<file path="src/pkg/power_ctrl_map.svh">
`ifndef POWER_CTRL_MAP_SVH
`define POWER_CTRL_MAP_SVH

// Register indices as printed; byte address is four times the index
`define IDX_MAIN_CLOCK_CONFIG 8'h14
`define IDX_PUMP_CLOCK_CONTROL 8'h15
`define IDX_SUPPLY_COMPARATOR_CONTROL 8'h1c
`define IDX_ANALOG_ENABLE_CONTROL 8'h1d
`define IDX_LOWBATT_STATUS 8'h1f
`define IDX_IRQ_STATUS 8'h30
`define IDX_IRQ_ENABLE 8'h31
`define IDX_IRQ_CLEAR 8'h32

// Field positions
`define BIT_MAIN_CLOCK_SOURCE_SELECT 0
`define BIT_DOUBLER_ENABLE 6
`define BIT_DOUBLER_CLOCK_SELECT 0
`define BIT_SUPPLY_OUTPUT_CONNECT 4
`define LSB_LOWBATT_INPUT_SELECT 2
`define BIT_LOWBATT_COMPARE_ENABLE 1
`define BIT_BANDGAP_ENABLE 6
`define BIT_REGULATOR_ENABLE 5
`define BIT_COMMON_VOLTAGE_ENABLE 1
`define BIT_ANALOG_BIAS_ENABLE 0
`define BIT_LOWBATT_RESULT 0

// Writable masks: unimplemented bits ignore writes, read zero
`define MASK_MAIN_CLOCK_CONFIG 8'hef
`define MASK_PUMP_CLOCK_CONTROL 8'h41
`define MASK_SUPPLY_COMPARATOR_CONTROL 8'h1e
`define MASK_ANALOG_ENABLE_CONTROL 8'h63

// Reset values
`define RESET_CONTROL 8'h00

// Doubler clock divisors
`define DIV_MAIN_FAST 100
`define DIV_MAIN_SLOW 200
`define DIV_CRYSTAL 32

`endif

</file>
<file path="src/pkg/power_ctrl_pkg.sv">
package power_ctrl_pkg;

    typedef struct packed {
        logic doubler_enable;
        logic supply_output_connect;
        logic [1:0] lowbatt_input_select;
        logic lowbatt_compare_enable;
        logic bandgap_enable;
        logic regulator_enable;
        logic common_voltage_enable;
        logic analog_bias_enable;
    } analog_ctrl_type;

    typedef enum logic [1:0] {
        sel_lower_tap,
        sel_higher_tap,
        sel_external_four,
        sel_floating
    } lowbatt_sel_type;

    typedef enum logic [1:0] {
        src_main_div200,
        src_main_div100,
        src_crystal_div32
    } doubler_src_type;

endpackage

</file>
<file path="src/clock_divider.sv">
`timescale 1ns/100ps
`include "power_ctrl_map.svh"

// Divides by a run-time selected even count; output toggles every half period
module clock_divider
import power_ctrl_pkg::*;
#(
    parameter int CNT_W = 8
) (
    input wire logic pclk,
    input wire logic presetn,
    input wire logic enable,
    input wire logic run,
    input wire logic [CNT_W-1:0] half_count,
    output logic clk_out
);

    initial begin
        if (CNT_W < 7) begin
            $error("clock_divider: counter too narrow");
        end
    end

    logic [CNT_W-1:0] count_r;
    logic [CNT_W-1:0] count_nxt;
    logic clk_r;
    logic clk_nxt;

    always_comb begin
        count_nxt = count_r;
        clk_nxt = clk_r;
        if (!run) begin
            count_nxt = '0;
            clk_nxt = 1'b0;
        end else if (count_r + 1'b1 >= half_count) begin
            count_nxt = '0;
            clk_nxt = ~clk_r;
        end else begin
            count_nxt = count_r + 1'b1;
        end
    end

    always_ff @(posedge pclk or negedge presetn) begin
        if (!presetn) begin
            count_r <= '0;
            clk_r <= 1'b0;
        end else if (enable) begin
            count_r <= count_nxt;
            clk_r <= clk_nxt;
        end
    end

    assign clk_out = clk_r;

endmodule

</file>
<file path="src/edge_catcher.sv">
`timescale 1ns/100ps

// Flags any change of a level input as a one-cycle pulse
module edge_catcher
import power_ctrl_pkg::*;
(
    input wire logic pclk,
    input wire logic presetn,
    input wire logic enable,
    input wire logic level_in,
    output logic rise,
    output logic fall
);

    logic last_r;
    logic last_nxt;

    always_comb begin
        last_nxt = level_in;
    end

    always_ff @(posedge pclk or negedge presetn) begin
        if (!presetn) begin
            last_r <= 1'b0;
        end else if (enable) begin
            last_r <= last_nxt;
        end
    end

    assign rise = enable & level_in & ~last_r;
    assign fall = enable & ~level_in & last_r;

endmodule

</file>
<file path="src/power_system_control_regs.sv">
`timescale 1ns/100ps
`include "power_ctrl_map.svh"

// How it works
// - Pump control bit 6 enables the voltage doubler, cleared keeps it off.
// - Pump control bit 0 picks main clock over 100 when set, over 200 when clear.
// - Crystal source select forces doubler clock to crystal over 32.
// - Comparator control bit 4 ties regulated supply to the voltage-source output.
// - Bits 3..2 pick lower tap, higher tap, analog input four, or floating.
// - Comparator control bit 1 enables the low-battery comparator.
// - Analog enable bit 6 turns on bandgap and temperature sensor together.
// - Analog enable bit 5 turns on the analog supply regulator.
// - Analog enable bit 1 turns on the common-voltage generator, else floating.
// - Analog enable bit 0 turns on the analog bias circuit.
// - Status bit 0 is read-only comparator result, high above reference.
module power_system_control_regs
import power_ctrl_pkg::*;
#(
    parameter int CNT_W = 8
) (
    input wire logic pclk,
    input wire logic presetn,
    input wire logic clk_en,
    input wire logic psel,
    input wire logic penable,
    input wire logic pwrite,
    input wire logic [11:0] paddr,
    input wire logic [31:0] pwdata,
    input wire logic [3:0] pstrb,
    output logic [31:0] prdata,
    output logic pready,
    output logic pslverr,
    input wire logic main_clock,
    input wire logic crystal_clock,
    input wire logic lowbatt_result,
    output analog_ctrl_type analog_ctrl,
    output lowbatt_sel_type lowbatt_input_select,
    output logic doubler_clock,
    output logic irq
);

    initial begin
        if (CNT_W < 7) begin
            $error("power_system_control_regs: CNT_W too small");
        end
    end

    ////////////////////////////////////////////////////////////////////
    // Register state

    logic [7:0] main_cfg_r, main_cfg_nxt;
    logic [7:0] pump_r, pump_nxt;
    logic [7:0] comp_r, comp_nxt;
    logic [7:0] aen_r, aen_nxt;
    logic [1:0] irq_stat_r, irq_stat_nxt;
    logic [1:0] irq_en_r, irq_en_nxt;
    logic [31:0] prdata_nxt;
    logic pready_r, pready_nxt;
    logic pslverr_r, pslverr_nxt;
    logic [9:0] word_idx;
    logic access;
    logic wr;
    logic hit;
    logic [1:0] irq_clr;
    logic lb_rise;
    logic lb_fall;

    assign word_idx = paddr[11:2];
    assign access = psel & penable & ~pready_r;
    assign wr = access & pwrite & pstrb[0];

    // Ready one cycle after the access phase starts; then dropped
    always_comb begin
        hit = 1'b1;
        prdata_nxt = 32'h0000_0000;
        unique case (word_idx)
            {2'b00, `IDX_MAIN_CLOCK_CONFIG}: prdata_nxt[7:0] = main_cfg_r;
            {2'b00, `IDX_PUMP_CLOCK_CONTROL}: prdata_nxt[7:0] = pump_r;
            {2'b00, `IDX_SUPPLY_COMPARATOR_CONTROL}: prdata_nxt[7:0] = comp_r;
            {2'b00, `IDX_ANALOG_ENABLE_CONTROL}: prdata_nxt[7:0] = aen_r;
            {2'b00, `IDX_LOWBATT_STATUS}: prdata_nxt[`BIT_LOWBATT_RESULT] = lowbatt_result;
            {2'b00, `IDX_IRQ_STATUS}: prdata_nxt[1:0] = irq_stat_r;
            {2'b00, `IDX_IRQ_ENABLE}: prdata_nxt[1:0] = irq_en_r;
            {2'b00, `IDX_IRQ_CLEAR}: prdata_nxt = 32'h0000_0000;
            default: hit = 1'b0;
        endcase
        if (!access || pwrite) begin
            prdata_nxt = 32'h0000_0000;
        end
        pready_nxt = access;
        pslverr_nxt = access & ~hit;
    end

    ////////////////////////////////////////////////////////////////////
    // Control registers

    always_comb begin
        main_cfg_nxt = main_cfg_r;
        pump_nxt = pump_r;
        comp_nxt = comp_r;
        aen_nxt = aen_r;
        irq_en_nxt = irq_en_r;
        irq_clr = 2'b00;
        if (wr) begin
            unique case (word_idx)
                {2'b00, `IDX_MAIN_CLOCK_CONFIG}: main_cfg_nxt = pwdata[7:0] & `MASK_MAIN_CLOCK_CONFIG;
                // only enable and clock select stored
                {2'b00, `IDX_PUMP_CLOCK_CONTROL}: pump_nxt = pwdata[7:0] & `MASK_PUMP_CLOCK_CONTROL;
                {2'b00, `IDX_SUPPLY_COMPARATOR_CONTROL}: comp_nxt = pwdata[7:0] & `MASK_SUPPLY_COMPARATOR_CONTROL;
                {2'b00, `IDX_ANALOG_ENABLE_CONTROL}: aen_nxt = pwdata[7:0] & `MASK_ANALOG_ENABLE_CONTROL;
                {2'b00, `IDX_IRQ_ENABLE}: irq_en_nxt = pwdata[1:0];
                {2'b00, `IDX_IRQ_CLEAR}: irq_clr = pwdata[1:0];
                default: ;
            endcase
        end
        // Set beats clear so a comparator edge during a clear is kept
        irq_stat_nxt = (irq_stat_r & ~irq_clr) | {lb_fall, lb_rise};
    end

    always_ff @(posedge pclk or negedge presetn) begin
        if (!presetn) begin
            main_cfg_r <= `RESET_CONTROL;
            pump_r <= `RESET_CONTROL;
            comp_r <= `RESET_CONTROL;
            aen_r <= `RESET_CONTROL;
            irq_stat_r <= 2'b00;
            irq_en_r <= 2'b00;
            prdata <= 32'h0000_0000;
            pready_r <= 1'b0;
            pslverr_r <= 1'b0;
        end else if (clk_en) begin
            main_cfg_r <= main_cfg_nxt;
            pump_r <= pump_nxt;
            comp_r <= comp_nxt;
            aen_r <= aen_nxt;
            irq_stat_r <= irq_stat_nxt;
            irq_en_r <= irq_en_nxt;
            prdata <= prdata_nxt;
            pready_r <= pready_nxt;
            pslverr_r <= pslverr_nxt;
        end
    end

    assign pready = pready_r;
    assign pslverr = pslverr_r;

    ////////////////////////////////////////////////////////////////////
    // Analog control outputs, registered

    analog_ctrl_type ctrl_nxt;
    logic irq_nxt;

    always_comb begin
        // doubler enable; is software's to keep clear for external supply
        ctrl_nxt.doubler_enable = pump_r[`BIT_DOUBLER_ENABLE];
        ctrl_nxt.supply_output_connect = comp_r[`BIT_SUPPLY_OUTPUT_CONNECT];
        ctrl_nxt.lowbatt_input_select = comp_r[`LSB_LOWBATT_INPUT_SELECT +: 2];
        ctrl_nxt.lowbatt_compare_enable = comp_r[`BIT_LOWBATT_COMPARE_ENABLE];
        // bandgap and sensor share one enable
        ctrl_nxt.bandgap_enable = aen_r[`BIT_BANDGAP_ENABLE];
        ctrl_nxt.regulator_enable = aen_r[`BIT_REGULATOR_ENABLE];
        ctrl_nxt.common_voltage_enable = aen_r[`BIT_COMMON_VOLTAGE_ENABLE];
        // bias circuit; ordering is left to software
        ctrl_nxt.analog_bias_enable = aen_r[`BIT_ANALOG_BIAS_ENABLE];
        irq_nxt = |(irq_stat_r & irq_en_r);
    end

    always_ff @(posedge pclk or negedge presetn) begin
        if (!presetn) begin
            analog_ctrl <= '0;
            lowbatt_input_select <= sel_lower_tap;
            irq <= 1'b0;
        end else if (clk_en) begin
            analog_ctrl <= ctrl_nxt;
            // selector decoded onto its own typed port
            lowbatt_input_select <= lowbatt_sel_type'(ctrl_nxt.lowbatt_input_select);
            irq <= irq_nxt;
        end
    end

    ////////////////////////////////////////////////////////////////////
    // Doubler clock: main and crystal are sampled as synchronous inputs,
    // so the divider counts their rising edges

    doubler_src_type src;
    logic [CNT_W-1:0] half_count;
    logic src_level;
    logic src_rise;
    logic div_clk;
    logic doubler_clock_nxt;

    always_comb begin
        // crystal source overrides the clock select bit
        if (main_cfg_r[`BIT_MAIN_CLOCK_SOURCE_SELECT]) begin
            src = src_crystal_div32;
        // fast or slow division of the main clock
        end else if (pump_r[`BIT_DOUBLER_CLOCK_SELECT]) begin
            src = src_main_div100;
        end else begin
            src = src_main_div200;
        end
        unique case (src)
            src_crystal_div32: begin
                src_level = crystal_clock;
                half_count = CNT_W'(`DIV_CRYSTAL / 2);
            end
            src_main_div100: begin
                src_level = main_clock;
                half_count = CNT_W'(`DIV_MAIN_FAST / 2);
            end
            default: begin
                src_level = main_clock;
                half_count = CNT_W'(`DIV_MAIN_SLOW / 2);
            end
        endcase
    end

    edge_catcher src_edge (
        .pclk(pclk),
        .presetn(presetn),
        .enable(clk_en),
        .level_in(src_level),
        .rise(src_rise),
        .fall()
    );

    edge_catcher lb_edge (
        .pclk(pclk),
        .presetn(presetn),
        .enable(clk_en),
        .level_in(lowbatt_result),
        .rise(lb_rise),
        .fall(lb_fall)
    );

    // divider held in reset while the doubler is off
    clock_divider #(
        .CNT_W(CNT_W)
    ) pump_div (
        .pclk(pclk),
        .presetn(presetn),
        .enable(clk_en & (src_rise | ~pump_r[`BIT_DOUBLER_ENABLE])),
        .run(pump_r[`BIT_DOUBLER_ENABLE]),
        .half_count(half_count),
        .clk_out(div_clk)
    );

    assign doubler_clock_nxt = div_clk;

    always_ff @(posedge pclk or negedge presetn) begin
        if (!presetn) begin
            doubler_clock <= 1'b0;
        end else if (clk_en) begin
            doubler_clock <= doubler_clock_nxt;
        end
    end

endmodule

</file>
<file path="config.mk">
export PLATFORM = sky130hd
export DESIGN_NAME = power_system_control_regs
export DESIGN_NICKNAME = d
export VERILOG_FILES = /design/src/pkg/power_ctrl_pkg.sv /design/src/clock_divider.sv /design/src/edge_catcher.sv /design/src/power_system_control_regs.sv
export VERILOG_INCLUDE_DIRS = /design/src /design/src/pkg
export SDC_FILE = /design/constraint.sdc
export NUM_CORES = 1
export LEC_CHECK = 0
export BUFFER_PORTS_ARGS = -buffer_cell sky130_fd_sc_hd__buf_4
export CORE_ASPECT_RATIO = 1.5
export CORE_MARGIN = 4
export CORE_UTILIZATION = 55
export CTS_BUF_LIST = sky130_fd_sc_hd__clkbuf_8
export DETAILED_ROUTE_END_ITERATION = 16
export PLACE_DENSITY = 0.89
export SYNTH_ARGS = -nofsm -noshare
export SYNTH_HDL_FRONTEND = slang
export SYNTH_SLANG_ARGS = --single-unit
</file>
<file path="constraint.sdc">
create_clock -name pclk -period 5.21 [get_ports pclk]
set_input_delay 1.042 -clock pclk [delete_from_list [all_inputs] [get_ports pclk]]
set_output_delay 1.042 -clock pclk [all_outputs]
set_load 0.005 [all_outputs]
</file>
; Word-level counts from Yosys, hierarchy flattened
; Cells that the tools add are included.
; W data, S select, Z words.
[op_classes]
n_addsub = 1
n_lt_le_gt_ge = 1
n_eq_ne = 11
n_mux = 15
bitwise_logic = 24
reduce_logical = 10
[ops]
columns = op, n
row1 = $eq A10 B5 Y1 const B, 5
row2 = $eq A10 B6 Y1 const B, 3
row3 = $mux W8, 3
row4 = $pmux W6 S4, 1
row5 = $reduce_and A3 Y1, 5
row6 = $pmux W7 S2, 1
row7 = $and A1 B1 Y1, 12
row8 = $add A8 B1 Y8 const B, 1
row9 = $ge A8 B7 Y1, 1
row10 = $reduce_or A8 Y1, 1
row11 = $not A1 Y1, 7
row12 = $mux W2, 3
row13 = $pmux W1 S6, 1
row14 = $mux W1, 5
row15 = $pmux W1 S5, 1
row16 = $and A2 B2 Y2, 2
row17 = $eq A2 B1 Y1 const B, 1
row18 = $eq A2 B2 Y1 const B, 1
row19 = $ne A2 B1 Y1 const B, 1
row20 = $not A2 Y2, 1
row21 = $or A2 B2 Y2, 1
row22 = $reduce_and A2 Y1, 1
row23 = $reduce_or A2 Y1, 1
row24 = $logic_not A1 Y1, 1
row25 = other kinds (2), 2
[totals]
reg_bits = 77
output_inout_bits = 47
word_cells = 85

; Logic depth before layout (Yosys ltp)
[depth]
depth_word = 9
depth_mapped = 9

; Hierarchy
; From an unflattened synthesis, not the netlist that was laid out.
[unflattened]
cells_unflattened = 258
hier_area_um2 = 2971.6
[by_module_without_submodules]
columns = module, n_inst, cells_per_inst, area_per_inst_um2, seq_area_each_um2
row1 = power_system_control_regs, 1, 175, 2125.8, 1051.0
row2 = clock_divider, 1, 75, 725.7, 225.2
row3 = edge_catcher, 2, 4, 60.1, 25.0

; Least setup slack after synthesis
; No wires, ideal clock.
[synth_path]
path_kind = input to register
startpoint = input clk_en
endpoint = register irq_en_r[0]
setup_time_ns = 0.127
t_arrival_ns = 2.266
slack_ns = 2.817
cell_stages = 5
n_path_buf = 1
cell_sequence = buf_2 -> and4b_1 -> nand3_1 -> or3_1 -> mux2_1
[synth_between]
elab_chain_len = 1
[synth_lines]
columns = element, line_no
row1 = "start, declared", power_system_control_regs.sv:23  ; input wire logic clk_en,
row2 = $reduce_and A3 Y1 (no line), --
row3 = "end signal, assigned", power_system_control_regs.sv:137  ; irq_en_r <= irq_en_nxt;
row4 = "end, declared", power_system_control_regs.sv:56  ; logic [1:0] irq_en_r, irq_en_nxt;
; No other way between the ends.
; A chain may end at the register's enable or synchronous reset.

; Final worst setup path
[layout_path]
startpoint = input clk_en
endpoint = register pump_div.count_r[0]
[layout_between]
elab_chain_len = 4
[layout_lines]
columns = element, line_no
row1 = $and A1 B1 Y1 (2 in a row), edge_catcher.sv:30  ; assign rise = enable & level_in & ~last_r;
row2 = $or A1 B1 Y1, power_system_control_regs.sv:242  ; .enable(clk_en & (src_rise | ~pump_r[`BIT_DOUBLER_ENABLE])),
row3 = $and A1 B1 Y1 *, power_system_control_regs.sv:242
row4 = "end signal, assigned", clock_divider.sv:48  ; count_r <= count_nxt;
row5 = "end, declared", clock_divider.sv:24  ; logic [CNT_W-1:0] count_r;
; Mark *: on every way between the ends. The rest lies on a longest branch, timed or not.

==> metrics.csv <==
stage,metric,value,unit
grt,total track usage,20.7,%
power_and_ir_drop,combinational share of power,8.4,%
setup_path,reg2reg path depth,8,
clock_network,CTS tree,built,
clock_network,clk buf depth,2,
clock_network,"Clk pin slew, worst setup/hold paths",0.10,ns
setup_path,CP Class,in -> reg,
die,Die W,66.1,um
logic_synthesis,Synth Area in Compound Gates,11.1,%
setup_path,slowest cell on the critical path,a21oi_1,
sta,Final min period,2.65,ns
die,die area,6300,sq um
sta,Tcrit/Tclk final,50.9,%
power_and_ir_drop,clock share of power,33.5,%
sta,worst slew pin tran,0.840,ns
logic_synthesis,adder-cell share of the synthesized area,2.69,%
logic_synthesis,Seq cells post-synth,53,
worst_hold_path,Hold Path Class,reg -> reg,
logic_synthesis,number of flops mapped to enable cells by yosys,0,
die,Die Ht,95.2,um
placed_design,PortBufs,50,
routing,antenna-violating nets left,0,
routing,DRT Wirelength,6030,um
grt,global-route wire length before repair,10000,um
sta,RSZ-0062 raised after global routing,no,
logic_synthesis,Synth Instances,249,
die,core area,4890,sq um
setup_path,crit end category,flip-flop,
clock_network,CTS H-tree depth,2,
job,MaxCap Viol Count,0,
setup_path,largest stage delay on the critical path,0.70,ns
power_and_ir_drop,Switching Fraction,25.3,%
setup_path,CP Launch Type,primary input,
setup_path,"Cell Chain, Critical Path",buf_4 -> inv_1 -> nor2_1 -> a21oi_1 -> nor3_2 -> mux2_2,
die,number of cell rows,31,
setup_path,r2r startpoint,pump_div.count_r[0],
power_and_ir_drop,Net Switching,0.182,mW
setup_path,critical path peak fanout,19,
clock_network,clk_lat worst skew,0.31,ns
sta,post-route setup slack,2.56,ns
logic_synthesis,Synth Area in XOR/XNOR,1.57,%
logic_synthesis,"Cell Area, Synth",2790,sq um
placed_design,Placement Setup Slack,2.29,ns
sta,Max Freq,377,MHz
layout,final layout net count,359,
routing,vias after detailed routing,2029,
clock_network,Num CTS Buffers,5,
logic_synthesis,post-synthesis mux area share,15.8,%
logic_synthesis,part of the Yosys area used for sequential elements,47.6,%
sta,# setup viols final,0,
clock_network,clk root buf,clkbuf_8,
power_and_ir_drop,Sequential Power Share,58.1,%
clock_network,post-CTS setup buffers,0,
logic_synthesis,post-synthesis simple-gate area fraction,12.3,%
clock_network,Post-CTS Resized,0,
sta,Fin. Hold Viols,0,
grt,GRT Residual Overflow,0,
setup_path,CP Data Required Time,5.41,ns
sta,Worst Skew,0.00745,ns
logic_synthesis,ys flop type,dfrtp_1,
routing,Pre-Repair DR Iteration Count,4,
routing,DRT iter0 DRCs,77,
setup_path,Worst Path Arrival,2.85,ns
sta,Min Hold Slack,0.502,ns
layout,Multi-input gate area,1300,sq um
setup_path,Worst Setup SP,clk_en,
clock_network,Post-CTS Hold Fix Bufs,0,
placed_design,Final GP Congestion,0.880,
setup_path,crit path to,pump_div.count_r[0],
power_and_ir_drop,Leak,1.64,nW
layout,layout cell share with drive strength beyond 1,32.0,%
layout,synthesis-to-finish area growth,14.9,%
logic_synthesis,"Async S/R FF share, synth",100,%
routing,Routed WL per cell,16.6,um
die,# IOs,104,
grt,largest net degree at the start of global routing,54,
grt,antenna violations before repair,0,
layout,register area,1330,sq um
logic_synthesis,Yosys Warn Count,0,
sta,Final TNS setup,0,ns
power_and_ir_drop,Pint,0.537,mW
placed_design,placed cell area,3110,sq um
outcome,status,completed,
routing,vias per cell,5.59,
sta,Max Slew Vio Count,0,
clock_network,clock tree sinks,53,
sta,Slew headroom,44.0,%
routing,DRC viols,0,
layout,# diodes,0,
layout,fillcell total,389,
logic_synthesis,Cell variety after synth,50,
layout,final instance area,3210,sq um
die,Initial Util,57.1,%
placed_design,HPWL after DPL,4530,um
power_and_ir_drop,VDD IR-drop max,0.000224,V
setup_path,flop-to-flop setup slack,2.67,ns
setup_path,Critical R2R Capture,pump_div.clk_out,
logic_synthesis,syn avg cell area,11.2,sq um
logic_synthesis,main combinational cell family by area after synthesis,multiplexers,
grt,vias in the first global route,2113,
power_and_ir_drop,power density over the cells,224,nW/um^2
layer usage:
metal	up-vias	routed length [um]	share of wire (%)	global-route usage [%]
met2	65	3340	55	37.0
met3	16	291	4.8	3.42
li1	938	-	-	-
met1	1010	2220	37	23.5
met4	0	180	3.0	9.83
met5	-	0	0	0
state kept, by name, indices dropped and copies added, names as in the netlist, 2 cells and up:
name,count
irq_stat_r,2
aen_r,4
comp_r,4
lowbatt_input_select,2
irq_en_r,2
pump_r,2
analog_ctrl,7
pump_div.count_r,8
prdata,8
main_cfg_r,7
critical path, delay by kind of cell:
kind                   cells  cell delay (ns)
muxes                      1             0.31
and+or+nand+nor            2             0.26
buffers and inverters      2             0.53
AOI/OAI and AO/OA          1             0.70
cell usage in the layout (no fill, tap or decap), types with 2 or more instances in the layout:
master	Yosys	layout
dfrtp_1	53	53
or2_2	2	2
inv_1	6	6
mux2_1	3	3
o21ai_1	2	2
mux2i_1	8	8
o31ai_1	2	2
nor3b_1	2	2
a21o_1	3	3
o2bb2ai_1	7	7
nor3_1	6	6
and3_1	2	2
nand3b_1	2	2
o31ai_2	2	2
conb_1	1	24
buf_4	26	50
nand3_1	5	5
nand2_1	18	18
nor2_1	12	12
clkbuf_8	0	5
a21oi_1	6	6
nor4_1	2	2
a32o_1	2	2
ha_1	6	6
a22o_1	4	4
o21ai_0	3	3
clkinvlp_4	0	2
mux2_2	29	29
and2_1	3	3
xor2_1	4	4
o22ai_1	3	3
worst min path at each step:
stage,startpoint,cells after the start,slack [ns],to
floorplan,lb_edge.last_r,1,0.44,irq_stat_r[0]
global route,prdata[3],1,0.53,prdata[3]
detailed placement,lb_edge.last_r,1,0.48,irq_stat_r[0]
finish,lb_edge.last_r,1,0.50,irq_stat_r[0]
global placement,lb_edge.last_r,1,0.46,irq_stat_r[0]
CTS,lb_edge.last_r,1,0.50,irq_stat_r[0]
per-stage QoR:
step / std cells / util, % / power (mW)
finish: 363 / 65.6 / 0.719
global route: 363 / 65.6 / 0.747
detailed placement: 355 / 63.6 / 0.486
CTS: 363 / 65.6 / 0.722
global placement: 355 / 63.6 / 0.484
floorplan: 272 / - / 0.464
cell type report:
cell class	instances	area share, %
multi-input cells	180	40.7
flip-flops and latches	53	41.4
clock buffers	5	2.15
clock inverters	3	0.820
inverters	6	0.703
well taps	66	2.58
repair buffers	50	11.7
power by group through the flow:
stage	Clock, mW	Combinational (mW)	Sequential, mW
2_1_floorplan	0	0.0388	0.425
3_3_place_gp	0	0.0591	0.425
3_5_place_dp	0	0.0602	0.425
4_1_cts	0.244	0.0605	0.417
5_1_grt	0.262	0.0672	0.418
6_report	0.241	0.0605	0.417
synth_stat cells, types with 4 or more instances:
library cell  number  area (sq um)
a21oi_1            6          30.0
a22o_1             4          35.0
buf_4             26           195
clkbuf_1           5          18.8
dfrtp_1           53          1330
ha_1               6          75.1
inv_1              6          22.5
mux2_2            29           327
mux2i_1            8          80.1
nand2_1           18          67.6
nand3_1            5          25.0
nor2_1            12          45.0
nor3_1             6          30.0
o2bb2ai_1          7          61.3
xor2_1             4          35.0
cell families (layout without fill, tap and decap cells):
group / Yosys count / count (layout)
xor gates and xnor gates: 5 / 5
muxes: 40 / 40
and+or+nand+nor: 64 / 64
DFF: 53 / 53
adders and majority gates: 6 / 6
AOI/OAI and AO/OA: 41 / 41
buffers and inverters: 39 / 64
other: 1 / 24
Power figures use the tool's default switching activity.
